`config.mk`:
```
export PLATFORM = sky130hd
export DESIGN_NAME = interrupt_request_arbiter
export DESIGN_NICKNAME = d
export VERILOG_FILES = /design/src/logic/irq_pkg.sv /design/src/logic/rotating_arbiter.sv /design/src/logic/source_gather.sv /design/src/logic/interrupt_request_arbiter.sv
export SDC_FILE = /design/constraint.sdc
export NUM_CORES = 1
export LEC_CHECK = 0
export ABC_AREA = 1
export BUFFER_PORTS_ARGS = -buffer_cell sky130_fd_sc_hd__buf_2
export CAP_MARGIN = 15
export CORE_MARGIN = 2
export CORE_UTILIZATION = 35
export DETAILED_ROUTE_END_ITERATION = 8
export HOLD_SLACK_MARGIN = 0.03
export PLACE_DENSITY = 0.56
export SYNTH_ARGS = -nofsm -noshare
export SYNTH_HDL_FRONTEND = slang
export SYNTH_HIERARCHICAL = 1
export SYNTH_SLANG_ARGS = --single-unit
```
`constraint.sdc`:
```
create_clock -name clk -period 5.73 [get_ports clk]
set_clock_uncertainty 0.2 [all_clocks]
set_input_delay 0.2865 -clock clk [delete_from_list [all_inputs] [get_ports clk]]
set_output_delay 0.2865 -clock clk [all_outputs]
set_load 0.1 [all_outputs]
```
`src/logic/irq_pkg.sv`:
```
// Purpose: shared constants and carriers for the interrupt request arbiter
// Assumes: one 25 MHz clock, requests synchronous to it
// Notes: source line numbering is fixed by the gather concatenation
package irq_pkg;

  localparam int NUM_LINES = 32;
  localparam int NUM_GROUPS = 6;
  localparam int GROUP_WIDTH = 6;
  localparam int PAD_WIDTH = 36;
  localparam int NUM_ARB = 7;
  localparam int TOP_ARB = 6;
  localparam int SEL_WIDTH = 2;
  localparam int OFFSET_WIDTH = 5;

  // layout of the priority load word
  localparam int PRIO_ROT_LSB = 0;
  localparam int PRIO_SEL_LSB = 7;

  // reset values; everything masked until software opens it
  localparam logic [31:0] MASK_RESET = 32'hffff_ffff;
  localparam logic [31:0] MODE_RESET = 32'h0000_0000;
  localparam logic [31:0] PEND_RESET = 32'h0000_0000;
  localparam logic [6:0] ROT_RESET = 7'h00;
  localparam logic [1:0] SEL_RESET = 2'h0;
  localparam logic [4:0] OFFSET_RESET = 5'h00;

  // arbiter input numbers: fixed first and last, rotating range bounds
  localparam logic [2:0] REQ_FIRST = 3'h0;
  localparam logic [2:0] REQ_LAST = 3'h5;
  localparam logic [2:0] REQ_ROT_LO = 3'h1;
  localparam logic [2:0] REQ_ROT_HI = 3'h4;

  // raw requests before they are merged onto source lines
  typedef struct packed {
    logic [1:0] adc_touch;
    logic rtc_alarm;
    logic spi1;
    logic [2:0][2:0] serial_port_request;
    logic i2c;
    logic usb_host;
    logic usb_dev;
    logic nand_ctl;
    logic spi0;
    logic sd_card;
    logic [3:0] dma;
    logic [1:0] lcd;
    logic [4:0] timer;
    logic [1:0] wdt_audio;
    logic rtc_tick;
    logic battery_fault;
    logic [1:0] camera;
    logic [23:0] external_pin_request;
  } raw_request_s;

  // software write port: strobes plus one data word
  typedef struct packed {
    logic clear_source;
    logic clear_winner;
    logic load_mask;
    logic load_mode;
    logic load_priority;
    logic [31:0] data;
  } sw_write_s;

endpackage

```
`src/logic/rotating_arbiter.sv`:
```
// Purpose: one six-input arbiter with rotating middle priority
// Assumes: purely combinational, used at both arbitration levels
// Notes: input 0 always first, input 5 always last
`timescale 1ns/1ps
module rotating_arbiter
(
  // requests and order select
  input wire logic [5:0] req,
  input wire logic [1:0] sel,
  // result
  output logic valid,
  output logic [2:0] grant
);

  always_comb
  begin
    logic [2:0] cand;
    cand = irq_pkg::REQ_FIRST;
    valid = |req;
    grant = irq_pkg::REQ_LAST;
    // walk from highest to lowest so the last hit wins
    for (int k = 3; k >= 0; k--)
    begin
      cand = {1'b0, 2'(sel + 2'(k))} + irq_pkg::REQ_ROT_LO;
      if (req[cand])
      begin
        grant = cand;
      end
    end
    if (req[0])
    begin
      grant = irq_pkg::REQ_FIRST;
    end
  end

endmodule // rotating_arbiter

```
`src/logic/source_gather.sv`:
```
// Purpose: merge raw peripheral and pin requests onto 32 source lines
// Assumes: raw requests are active-high levels or pulses
// Notes: no per-sub-request masking in this block
`timescale 1ns/1ps
module source_gather
(
  // raw requests
  input wire irq_pkg::raw_request_s raw,
  // merged lines
  output logic [31:0] lines
);

  wire [23:0] pins;
  assign pins = raw.external_pin_request;

  // sixty inputs collapse to thirty-two lines, shared ones by OR
  assign lines = {
    |raw.adc_touch,                   // 31
    raw.rtc_alarm,
    raw.spi1,
    |raw.serial_port_request[0],      // 28 R2
    raw.i2c,
    raw.usb_host,
    raw.usb_dev,
    raw.nand_ctl,
    |raw.serial_port_request[1],      // 23 R2
    raw.spi0,
    raw.sd_card,
    raw.dma,                          // 20..17
    |raw.lcd,
    |raw.serial_port_request[2],      // 15 R2
    raw.timer,                        // 14..10
    |raw.wdt_audio,                   // 9 R2
    raw.rtc_tick,
    raw.battery_fault,
    |raw.camera,
    |pins[23:8],                      // 5 R2
    |pins[7:4],                       // 4 R2
    pins[3:0]
  };

endmodule // source_gather

```
`src/logic/interrupt_request_arbiter.sv`:
```
// Purpose: latch, mask, classify and arbitrate interrupt requests
// Assumes: software reaches the registers through sw_write_s strobes
// Notes: fast class skips arbitration and drives its line directly
//
// Summary of operation
// accept sixty requests from peripherals and pins
// OR shared sub-requests onto one source line
// raise fast or normal request after arbitration; the fast line here skips arbitration
// record arbitration winner in winner pending register
// per-source class picks fast or normal line
// requests set source bits; one winner bit
// masked request sets source bit only
// mask one blocks service, zero allows it
// both pending registers readable; write one clears
// software clears source bit before winner bit
// core clears disable flag and mask bit
// group five takes adc, rtc, spi1, uart0
// group four takes six comms sources
// group three takes sd, dma, lcd
// group two takes uart2 and timers
// group one misc, group zero pins 0-3
// input zero first, five last, rest rotate
// rotation sets select from serviced input
// source clear touches only bits written one
// request line holds while unmasked source pending
`timescale 1ns/1ps
module interrupt_request_arbiter
(
  // clock and reset
  input wire logic clk,
  input wire logic arst_n,
  // requests from peripherals and pins
  input wire irq_pkg::raw_request_s raw,
  // software writes
  input wire irq_pkg::sw_write_s sw,
  // requests to the core
  output logic fiq_request,
  output logic irq_request,
  // register read back
  output logic [31:0] source_pending_reg,
  output logic [31:0] winner_pending_reg,
  output logic [4:0] winner_offset,
  output logic [31:0] source_mask_reg,
  output logic [31:0] source_mode_reg,
  output logic [6:0] rotation_enable,
  output logic [6:0][1:0] priority_select
);

  ////////////////////////////////////////////////////////////////////////
  // source lines and class split

  logic [31:0] source_lines;
  logic [31:0] eligible;
  logic [31:0] fiq_cand;
  logic [31:0] irq_cand;
  logic [35:0] padded;

  source_gather u_gather
  (
    .raw(raw),
    .lines(source_lines)
  );

  assign eligible = source_pending_reg & ~source_mask_reg;
  assign fiq_cand = eligible & source_mode_reg;
  assign irq_cand = eligible & ~source_mode_reg;

  // groups zero and five only use inputs 1..4; the spare slots stay idle
  assign padded = {1'b0, irq_cand[31:28], 1'b0,
                   irq_cand[27:22],
                   irq_cand[21:16],
                   irq_cand[15:10],
                   irq_cand[9:4],
                   1'b0, irq_cand[3:0], 1'b0};

  ////////////////////////////////////////////////////////////////////////
  // two-level arbitration

  logic [5:0] group_valid;
  logic [5:0][2:0] group_grant;
  logic top_valid;
  logic [2:0] top_grant;

  genvar g;
  generate
    for (g = 0; g < irq_pkg::NUM_GROUPS; g++)
    begin : gen_group
      rotating_arbiter u_arb
      (
        .req(padded[g * irq_pkg::GROUP_WIDTH +: irq_pkg::GROUP_WIDTH]),
        .sel(priority_select[g]),
        .valid(group_valid[g]),
        .grant(group_grant[g])
      );
    end
  endgenerate

  rotating_arbiter u_top
  (
    .req(group_valid),
    .sel(priority_select[irq_pkg::TOP_ARB]),
    .valid(top_valid),
    .grant(top_grant)
  );

  logic [5:0] win_pad_index;
  logic [35:0] win_pad;
  logic [31:0] win_onehot;
  logic [4:0] win_index;
  logic new_win;

  assign win_pad_index = ({3'h0, top_grant} * 6'h06)
                         + {3'h0, group_grant[top_grant]};
  assign win_pad = 36'h1 << win_pad_index;
  // drop the idle slots of groups zero and five
  assign win_onehot = {win_pad[34:31], win_pad[29:6], win_pad[4:1]};
  // a new winner is only marked once the previous one is cleared
  assign new_win = top_valid && (winner_pending_reg == 32'h0);

  always_comb
  begin
    win_index = irq_pkg::OFFSET_RESET;
    for (int i = 0; i < irq_pkg::NUM_LINES; i++)
    begin
      if (win_onehot[i])
      begin
        win_index = 5'(i);
      end
    end
  end

  ////////////////////////////////////////////////////////////////////////
  // next register values

  logic [31:0] src_clear;
  logic [31:0] win_clear;
  logic [31:0] next_source_pending;
  logic [31:0] next_winner_pending;
  logic [6:0][1:0] next_sel;
  logic [6:0][2:0] served_idx;
  logic [6:0] served;

  assign src_clear = sw.clear_source ? sw.data : 32'h0;
  assign win_clear = sw.clear_winner ? sw.data : 32'h0;
  // set wins over clear so a request arriving with the clear is kept
  assign next_source_pending = (source_pending_reg & ~src_clear)
                               | source_lines;
  assign next_winner_pending = new_win ? win_onehot
                               : (winner_pending_reg & ~win_clear);

  genvar a;
  generate
    for (a = 0; a < irq_pkg::NUM_ARB; a++)
    begin : gen_sel
      if (a == irq_pkg::TOP_ARB)
      begin : gen_top
        assign served_idx[a] = top_grant;
        assign served[a] = new_win;
      end
      else
      begin : gen_first
        assign served_idx[a] = group_grant[a];
        assign served[a] = new_win && (top_grant == 3'(a));
      end
      // rotation wins over a software load in the same cycle
      assign next_sel[a] =
        (served[a] && rotation_enable[a]
         && served_idx[a] >= irq_pkg::REQ_ROT_LO
         && served_idx[a] <= irq_pkg::REQ_ROT_HI) ? served_idx[a][1:0]
        : sw.load_priority
          ? sw.data[irq_pkg::PRIO_SEL_LSB + 2 * a +: irq_pkg::SEL_WIDTH]
          : priority_select[a];
    end
  endgenerate

  ////////////////////////////////////////////////////////////////////////
  // registers

  always_ff @(posedge clk or negedge arst_n)
  begin
    if (!arst_n)
    begin
      source_pending_reg <= irq_pkg::PEND_RESET;
      winner_pending_reg <= irq_pkg::PEND_RESET;
      winner_offset <= irq_pkg::OFFSET_RESET;
    end
    else
    begin
      source_pending_reg <= next_source_pending;
      winner_pending_reg <= next_winner_pending;
      if (new_win)
        winner_offset <= win_index;
      else if (next_winner_pending == 32'h0)
        winner_offset <= irq_pkg::OFFSET_RESET;
    end
  end

  always_ff @(posedge clk or negedge arst_n)
  begin
    if (!arst_n)
    begin
      source_mask_reg <= irq_pkg::MASK_RESET;
      source_mode_reg <= irq_pkg::MODE_RESET;
      rotation_enable <= irq_pkg::ROT_RESET;
      priority_select <= {irq_pkg::NUM_ARB{irq_pkg::SEL_RESET}};
    end
    else
    begin
      if (sw.load_mask)
        source_mask_reg <= sw.data;
      if (sw.load_mode)
        source_mode_reg <= sw.data;
      if (sw.load_priority)
        rotation_enable <= sw.data[irq_pkg::PRIO_ROT_LSB +: irq_pkg::NUM_ARB];
      priority_select <= next_sel;
    end
  end

  // lines stay up while any unmasked source of the class is pending
  always_ff @(posedge clk or negedge arst_n)
  begin
    if (!arst_n)
    begin
      fiq_request <= 1'b0;
      irq_request <= 1'b0;
    end
    else
    begin
      fiq_request <= |fiq_cand;
      irq_request <= |irq_cand;
    end
  end

  ////////////////////////////////////////////////////////////////////////
  // checks

  logic past_valid;
  logic [31:0] prev_lines;
  logic [31:0] prev_spnd;
  logic [31:0] prev_clear;
  logic [31:0] prev_mask;
  logic [31:0] prev_winner;
  logic prev_fiq_any;
  logic prev_irq_any;
  logic prev_new_win;
  logic [2:0] prev_top_grant;
  logic prev_top_rot;
  logic prev_load_prio;

  always_ff @(posedge clk or negedge arst_n)
  begin
    if (!arst_n)
    begin
      past_valid <= 1'b0;
      prev_lines <= 32'h0;
      prev_spnd <= 32'h0;
      prev_clear <= 32'h0;
      prev_mask <= 32'h0;
      prev_winner <= 32'h0;
      prev_fiq_any <= 1'b0;
      prev_irq_any <= 1'b0;
      prev_new_win <= 1'b0;
      prev_top_grant <= 3'h0;
      prev_top_rot <= 1'b0;
      prev_load_prio <= 1'b0;
    end
    else
    begin
      past_valid <= 1'b1;
      prev_lines <= source_lines;
      prev_spnd <= source_pending_reg;
      prev_clear <= src_clear;
      prev_mask <= source_mask_reg;
      prev_winner <= winner_pending_reg;
      prev_fiq_any <= |fiq_cand;
      prev_irq_any <= |irq_cand;
      prev_new_win <= new_win;
      prev_top_grant <= top_grant;
      prev_top_rot <= rotation_enable[irq_pkg::TOP_ARB];
      prev_load_prio <= sw.load_priority;
    end
  end
endmodule // interrupt_request_arbiter

```
After elaboration in Yosys (flattened, before gate mapping)
Index checks and enable logic that the tools add are counted.

operators by class
  $add $sub $neg = 50
  magnitude comparators = 43
  $mul = 1
  eq/ne operators = 5
  shift-type cells = 1
  reduce and logical (&&, ||, !) cells = 56
  mux-type cells = 141
  bitwise operators = 10

operator list
  operator                                                                       count
  32-bit bitwise AND                                                             5
  5-bit two-way mux                                                              28
  32-bit NOT                                                                     4
  3-bit by 4-bit less-than comparator with 1-bit output (second input constant)  29
  3-bit two-way mux                                                              36
  32-bit two-way mux                                                             3
  2-bit by 1-bit adder with 3-bit output (second input constant)                 28
  1-bit binary-select mux with 3-bit select                                      28
  32-bit zero test                                                               2
  32-bit OR reduction                                                            2
  1-bit by 6-bit << shifter with 35-bit output (first input constant)            1
  2-bit two-way mux                                                              16
  32-bit OR                                                                      1
  1-bit two-way mux                                                              29
  2-bit adder (second input constant)                                            14
  1-bit logical AND                                                              28
  6-bit OR reduction                                                             4
  3-bit by 1-bit >= comparator with 1-bit output (second input constant)         7
  3-bit <= comparator (second input constant)                                    7
  2-bit nonzero test                                                             8
  16-bit OR reduction                                                            1
  2-bit by 1-bit adder with 2-bit output (second input constant)                 7
  4-bit OR reduction                                                             3
  3-bit binary-select mux with 3-bit select                                      1
  8 further kinds                                                                15

word-level totals
  flip-flop bits (word level) = 156
  bits of input ports = 99
  output and inout bits = 156
  word-level logic and storage cells = 322

Logic depth before layout (Yosys ltp)
  depth in word-level cells = 47
  gate-level depth with buffers = 42
  mapped depth without buffers = 42

Cells and area by module
The synthesis kept the hierarchy.

by module, submodules not included
  module                     sequential area each (sq um)  area each (sq um)  times used  cells an instance
  interrupt_request_arbiter  3943.8                        8286.7             1           1018
  rotating_arbiter           0.0                           467.9              7           91
  source_gather              0.0                           284.0              1           48

Least setup slack after synthesis
No wires, ideal clock.

  kind = reg2reg
  from = reg priority_select[12] (netlist bit)
  to = reg winner_offset[0]
  stages on the path, launching flop included = 35
  buffers on the path = 1
  required time = 5414 ps
  setup slack = -146 ps
  period minus slack after synthesis = 5876 ps
  setup time = 116 ps
  arrival time = 5559 ps
  cells stage by stage = dfrtp_1 > inv_2 > ha_1 > buf_6 > inv_2 > nand2_1 > nand2_2 > nand2_1 > nand3_1 > nand3_1 > nand2_1 > nand3_1 > a21oi_1 > inv_2 > a21oi_1 > o21ai_0 > nand2_1 > nand2_1 > o21ai_0 > ha_1 > inv_1 > fa_1 > inv_1 > nand4_1 > nor2_1 > a21oi_1 > nand2_1 > nor2_1 > nand3_1 > nor2_2 > nand2_1 > nand3_1 > nand2_1 > inv_1 > nand2_1

between the ends
  cells in the longest elaborated chain, start to end = 45
  elaborated cells on any way between the ends = 60
  classes of those cells = add/sub (8); mul (1); shift (1); mux (48); reduce/logical (2)

ends and longest elaborated chain
  item                                                                                 RTL line                          source
  start, declared                                                                      interrupt_request_arbiter.sv:46   output logic [6:0][1:0] priority_select
  start signal, assigned                                                               interrupt_request_arbiter.sv:205  priority_select <= {irq_pkg::NUM_ARB{irq_pkg::SEL_RESET}};
  start signal, assigned                                                               interrupt_request_arbiter.sv:215  priority_select <= next_sel;
  2-bit adder                                                                          rotating_arbiter.sv:24            cand = {1'b0, 2'(sel + 2'(k))} + irq_pkg::REQ_ROT_LO;
  2-bit by 1-bit adder with 3-bit output                                               rotating_arbiter.sv:24
  1-bit binary-select mux with 3-bit select                                            rotating_arbiter.sv:25            if (req[cand])
  1-bit two-way mux (not written as such)                                              rotating_arbiter.sv:25
  3-bit two-way mux (3 in series)                                                      rotating_arbiter.sv:25
  3-bit two-way mux (*)                                                                rotating_arbiter.sv:25
  3-bit two-way mux (*)                                                                rotating_arbiter.sv:30            if (req[0])
  named net top_grant[1]                                                               interrupt_request_arbiter.sv:82   logic [2:0] top_grant;
  branches (longest 2 deep; another with 3-bit by 2-bit multiplier with 5-bit output)  --
  6-bit by 3-bit adder with 6-bit output (*)                                           interrupt_request_arbiter.sv:113  + {3'h0, group_grant[top_grant]};
  1-bit by 6-bit << shifter with 35-bit output (*)                                     interrupt_request_arbiter.sv:114  assign win_pad = 36'h1 << win_pad_index;
  1-bit two-way mux                                                                    interrupt_request_arbiter.sv:125  if (win_onehot[i])
  2-bit two-way mux (2 in series)                                                      interrupt_request_arbiter.sv:125
  3-bit two-way mux (2 in series)                                                      interrupt_request_arbiter.sv:125
  5-bit two-way mux (26 in series)                                                     interrupt_request_arbiter.sv:125
  5-bit two-way mux                                                                    interrupt_request_arbiter.sv:191  if (new_win)
  end signal, assigned                                                                 interrupt_request_arbiter.sv:185  winner_offset <= irq_pkg::OFFSET_RESET;
  end signal, assigned                                                                 interrupt_request_arbiter.sv:192  winner_offset <= win_index;
  end signal, assigned                                                                 interrupt_request_arbiter.sv:194  winner_offset <= irq_pkg::OFFSET_RESET;
  end, declared                                                                        interrupt_request_arbiter.sv:42   output logic [4:0] winner_offset,

Mark *: on every way through the listed nets, which the timed path passes. The select of a mux whose other input is x is not followed.
A chain may end at the register's enable or synchronous reset.

Worst setup path after layout
  from = reg source_mask_reg[5]
  to = reg winner_offset[3]

between the ends
  cells in the longest elaborated chain, start to end = 41
  elaborated cells on any way between the ends = 66
  classes of those cells = add/sub (1); mul (1); shift (1); mux (55); bitwise (3); reduce/logical (5)

ends and longest elaborated chain
  item                                                                                 RTL line                          source
  start, declared                                                                      interrupt_request_arbiter.sv:43   output logic [31:0] source_mask_reg,
  start signal, assigned                                                               interrupt_request_arbiter.sv:202  source_mask_reg <= irq_pkg::MASK_RESET;
  start signal, assigned                                                               interrupt_request_arbiter.sv:210  source_mask_reg <= sw.data;
  32-bit NOT (*)                                                                       interrupt_request_arbiter.sv:64   assign eligible = source_pending_reg & ~source_mask_reg;
  32-bit bitwise AND (*)                                                               interrupt_request_arbiter.sv:64
  32-bit bitwise AND (*)                                                               interrupt_request_arbiter.sv:66   assign irq_cand = eligible & ~source_mode_reg;
  named net irq_cand[5]                                                                interrupt_request_arbiter.sv:55   logic [31:0] irq_cand;
  6-bit OR reduction (*)                                                               rotating_arbiter.sv:19            valid = |req;
  named net group_valid[1]                                                             interrupt_request_arbiter.sv:79   logic [5:0] group_valid;
  1-bit binary-select mux with 3-bit select                                            rotating_arbiter.sv:25
  1-bit two-way mux (not written as such)                                              rotating_arbiter.sv:25
  3-bit two-way mux (3 in series)                                                      rotating_arbiter.sv:25
  3-bit two-way mux (*)                                                                rotating_arbiter.sv:25
  3-bit two-way mux (*)                                                                rotating_arbiter.sv:30
  named net top_grant[1]                                                               interrupt_request_arbiter.sv:82
  branches (longest 2 deep; another with 3-bit by 2-bit multiplier with 5-bit output)  --
  6-bit by 3-bit adder with 6-bit output (*)                                           interrupt_request_arbiter.sv:113
  1-bit by 6-bit << shifter with 35-bit output (*)                                     interrupt_request_arbiter.sv:114
  5-bit two-way mux (25 in series)                                                     interrupt_request_arbiter.sv:125
  5-bit two-way mux                                                                    interrupt_request_arbiter.sv:191

Marks and branches as above.

==> metrics.md <==
| Metric | Value |
|---|---|
| Vias per cell | slightly below 5 |
| Status | complete, no violations |
| Mapped cell area | around 12000 µm² |
| Hold slack | between 0.04 and 0.05 ns |
| Hold Crit Depth | 3 |
| Worst-Skew Late Latency | 0.44 ns |
| Setup CP Type | reg2reg |
| Cell mode on critical path | nand2_1 |
| FF+latch count, synth | 156 |
| Synth top cells by count | nand2_1 (522), inv_1 (224), dfrtp_1 (124) |
| Port Buf Inserts | 254 |
| Number of enable flip-flop cells after synthesis | 0 |
| Initial DRC Count | 976 |
| Post-place setup slack | around 0.054 ns |
| Worst EP arrival | ~5.5 ns |
| Post-route minimum period | around 5.4 ns |
| CP endpoint kind | flop |
| Final Max Tran Viols | 0 |
| Slew margin rel. | 0.248 |
| HP Start | sw[14] |
| Fillers | between 3k and 4k |
| Core area | 33400 µm² |
| Worst R2R End | winner_offset[3]$_DFFE_PN0P_ |
| Area Growth Syn to Fin | 30.2% |
| NumNets Final | between 2k and 2.5k |
| Power Density | slightly above 400 nW/µm² |
| Num ports | roughly 260 |
| Vias in the first global route | around 12k |
| Final WL | approximately 44000 µm |
| CTS root buffer | clkbuf_16 |
| Reg clk slew, reported paths | approximately 0.060 ns |
| GRT Total Usage | 0.246 |
| Initial Utilization | 0.354 |
| Reg area | roughly 3900 µm² |
| Sequential share of the synthesized area | 0.333 |
| First-pass GRT wire length | between 60000 and 70000 µm |
| Post-Syn Area per Cell | about 7 µm² |
| Max Cap Viol | 0 |
| First-pass iteration count of the detailed router | 5 |
| Grt ovf | 0 |
| Final RePlAce weighted congestion | slightly above 0.9 |
| CP Depth | 33 |
| Routed wire length per instance | 17.2 µm |
| Vias | between 10k and 15k |
| Critical path's top delay family | simple AND/OR/NAND/NOR gates |
| Commonest register cell after synthesis | dfrtp_1 |
| Hold Crit Class | in2reg |
| Crit-path max FO | 7 |
| Buffers & Inverters on Critical Path | 4 |
| Top-count cell post-synth | nand2_1 |
| Antenna Violating Nets Remaining | 0 |
| HPWL Detailed | 33700 µm |
| Final hold vios | 0 |
| Post-synth top area cell | dfrtp_1 |
| Die Width | ~190 µm |
| H-tree depth | 4 |
| Initial antenna violation count | 1 |
| Asr flop ratio synth | 1.00 |
| Post-Syn Instances | 1703 |
| Slew @ Worst Pin | between 1 and 1.5 ns |
| Multi-input gate area | roughly 6700 µm² |
| Post-layout util | 0.461 |
| CP max stage delay | between 0.5 and 0.6 ns |
| Worst EP required | roughly 6 ns |
| Peak supply drop | approximately 540 µV |
| Final setup viols | 0 |
| CTS tree | built |
| Final Power | around 0.0063 W |
| Synth cell types | just over 50 |
| Setup ws final | 0.355 ns |
| Area fraction of the dominant cell type after synthesis | 0.262 |
| YS warnings | 6 |
| Largest cells by area after synthesis | dfrtp_1 (26%), nand2_1 (17%), dfstp_2 (7.1%), inv_1 (7.1%), nand3_1 (4.9%) |
| Leakage | a little over 8 nW |
| Number of buffers created by CTS | 17 |
| Worst-case clock buffer depth | 2 |
| Largest net degree at the start of global routing | 64 |
| Hold EP | source_mode_reg[14]$_DFFE_PN0P_ |
| Startpoint Class | flop |
| Share of layout cells above drive strength 1 | 0.282 |
| Die ar. | 35300 µm² |
| FMAX | 0.186 GHz |
| R2r setup slk | ~0.36 ns |
| Die H | ~190 µm |
| Total negative setup slack | 0 ns |
| Worst-case reg-to-reg path depth | 33 |
| Row cnt | between 60 and 70 |
| RR Startpoint | source_mask_reg[5]$_DFFE_PN1P_ |
| CTS Sinks | ~160 |
| Residual DRC | 0 |
| Worst path slowest cell | nor3_2 |
| Crit share post-route | 0.938 |
[per-layer routing]
metal  track usage  vias up  wire length [µm]
li1              -     6220                 -
met1         0.336     5986             20400
met2         0.394      350             20400
met3        0.0380       65              1810
met4        0.0893        0              1210
met5             0        -                 0
[how the worst max path moves through the flow]
stage / slack [ns] / startpoint / endpoint
2_1_floorplan: 0.03 / source_mode_reg[10]$_DFFE_PN0P_ / winner_offset[0]$_DFFE_PN0P_
3_3_place_gp: 0.11 / source_mask_reg[5]$_DFFE_PN1P_ / winner_offset[0]$_DFFE_PN0P_
3_5_place_dp: 0.05 / source_mask_reg[0]$_DFFE_PN1P_ / winner_offset[0]$_DFFE_PN0P_
4_1_cts: 0.02 / source_mask_reg[0]$_DFFE_PN1P_ / winner_offset[0]$_DFFE_PN0P_
5_1_grt: -0.003 / source_mask_reg[18]$_DFFE_PN1P_ / winner_offset[0]$_DFFE_PN0P_
6_report: 0.36 / source_mask_reg[5]$_DFFE_PN1P_ / winner_offset[3]$_DFFE_PN0P_
[metrics by stage]
stage	instances	cell area [µm²]
final	2548	15400
after global routing	2548	15400
after CTS	2540	15300
after detailed placement	2416	13800
after global placement	2416	13800
after floorplan	1716	11900
[cells by family after synthesis]
| logic type | share of synthesized area |
|---|---|
| AND/OR/NAND/NOR | 0.374 |
| buffers and inverters | 0.116 |
| AO/OA/AOI/OAI | 0.111 |
| flip-flops | 0.333 |
| adder cells (fa/ha/maj) | 0.0425 |
| multiplexers | 0.0219 |
| XOR/XNOR | 0.00148 |
| other | 0.000317 |
[where the power goes]
group          switching (W)  internal, W
Clock               0.000469     0.000684
Combinational        0.00275      0.00101
Sequential          0.000108      0.00123
[area by class of cell]
cell class,count,share of cell area
multi-input combinational,1249,0.432
sequential,156,0.256
timing repair buffer,416,0.177
inverter,246,0.0599
tap,448,0.0363
clock buffer,21,0.0286
clock inverter,11,0.00941
antenna,1,0.000162
[worst register-to-register path: cells and delay by family, from the launching register on]
family                   cells  cell delay [ns]
AND/OR/NAND/NOR             21             2.71
AO/OA/AOI/OAI                6             0.93
adder cells (fa/ha/maj)      2             0.63
buffers and inverters        4             0.44
flip-flops                   1             0.39
[layout by cell type (no fill, tap or decap), types with 7 or more instances in the layout]
cell type	n
a21o_1	11
a21oi_1	58
a21oi_2	9
a21oi_4	8
a31oi_1	9
buf_2	253
buf_4	69
clkbuf_16	17
conb_1	14
dfrtp_1	120
dfstp_2	32
dlygate4sd3_1	92
ha_1	36
inv_1	224
inv_2	22
mux2_2	23
nand2_1	521
nand2_2	45
nand3_1	112
nand3_2	13
nand3b_1	8
nand3b_2	7
nand4_1	32
nor2_1	77
nor2_2	19
nor2_4	7
nor3_1	46
nor3_2	9
nor4_1	20
o21ai_0	72
o21ai_1	21
or2_2	26
[timing repair]
action / in CTS / in global routing
gates resized for setup: 0 / 19
hold buffers: 92 / 0
endpoints found under the hold margin: 158 / 0
endpoints found under the setup margin: 0 / 5
buffers inserted: 0 / 6
Power figures use the tool's default switching activity.
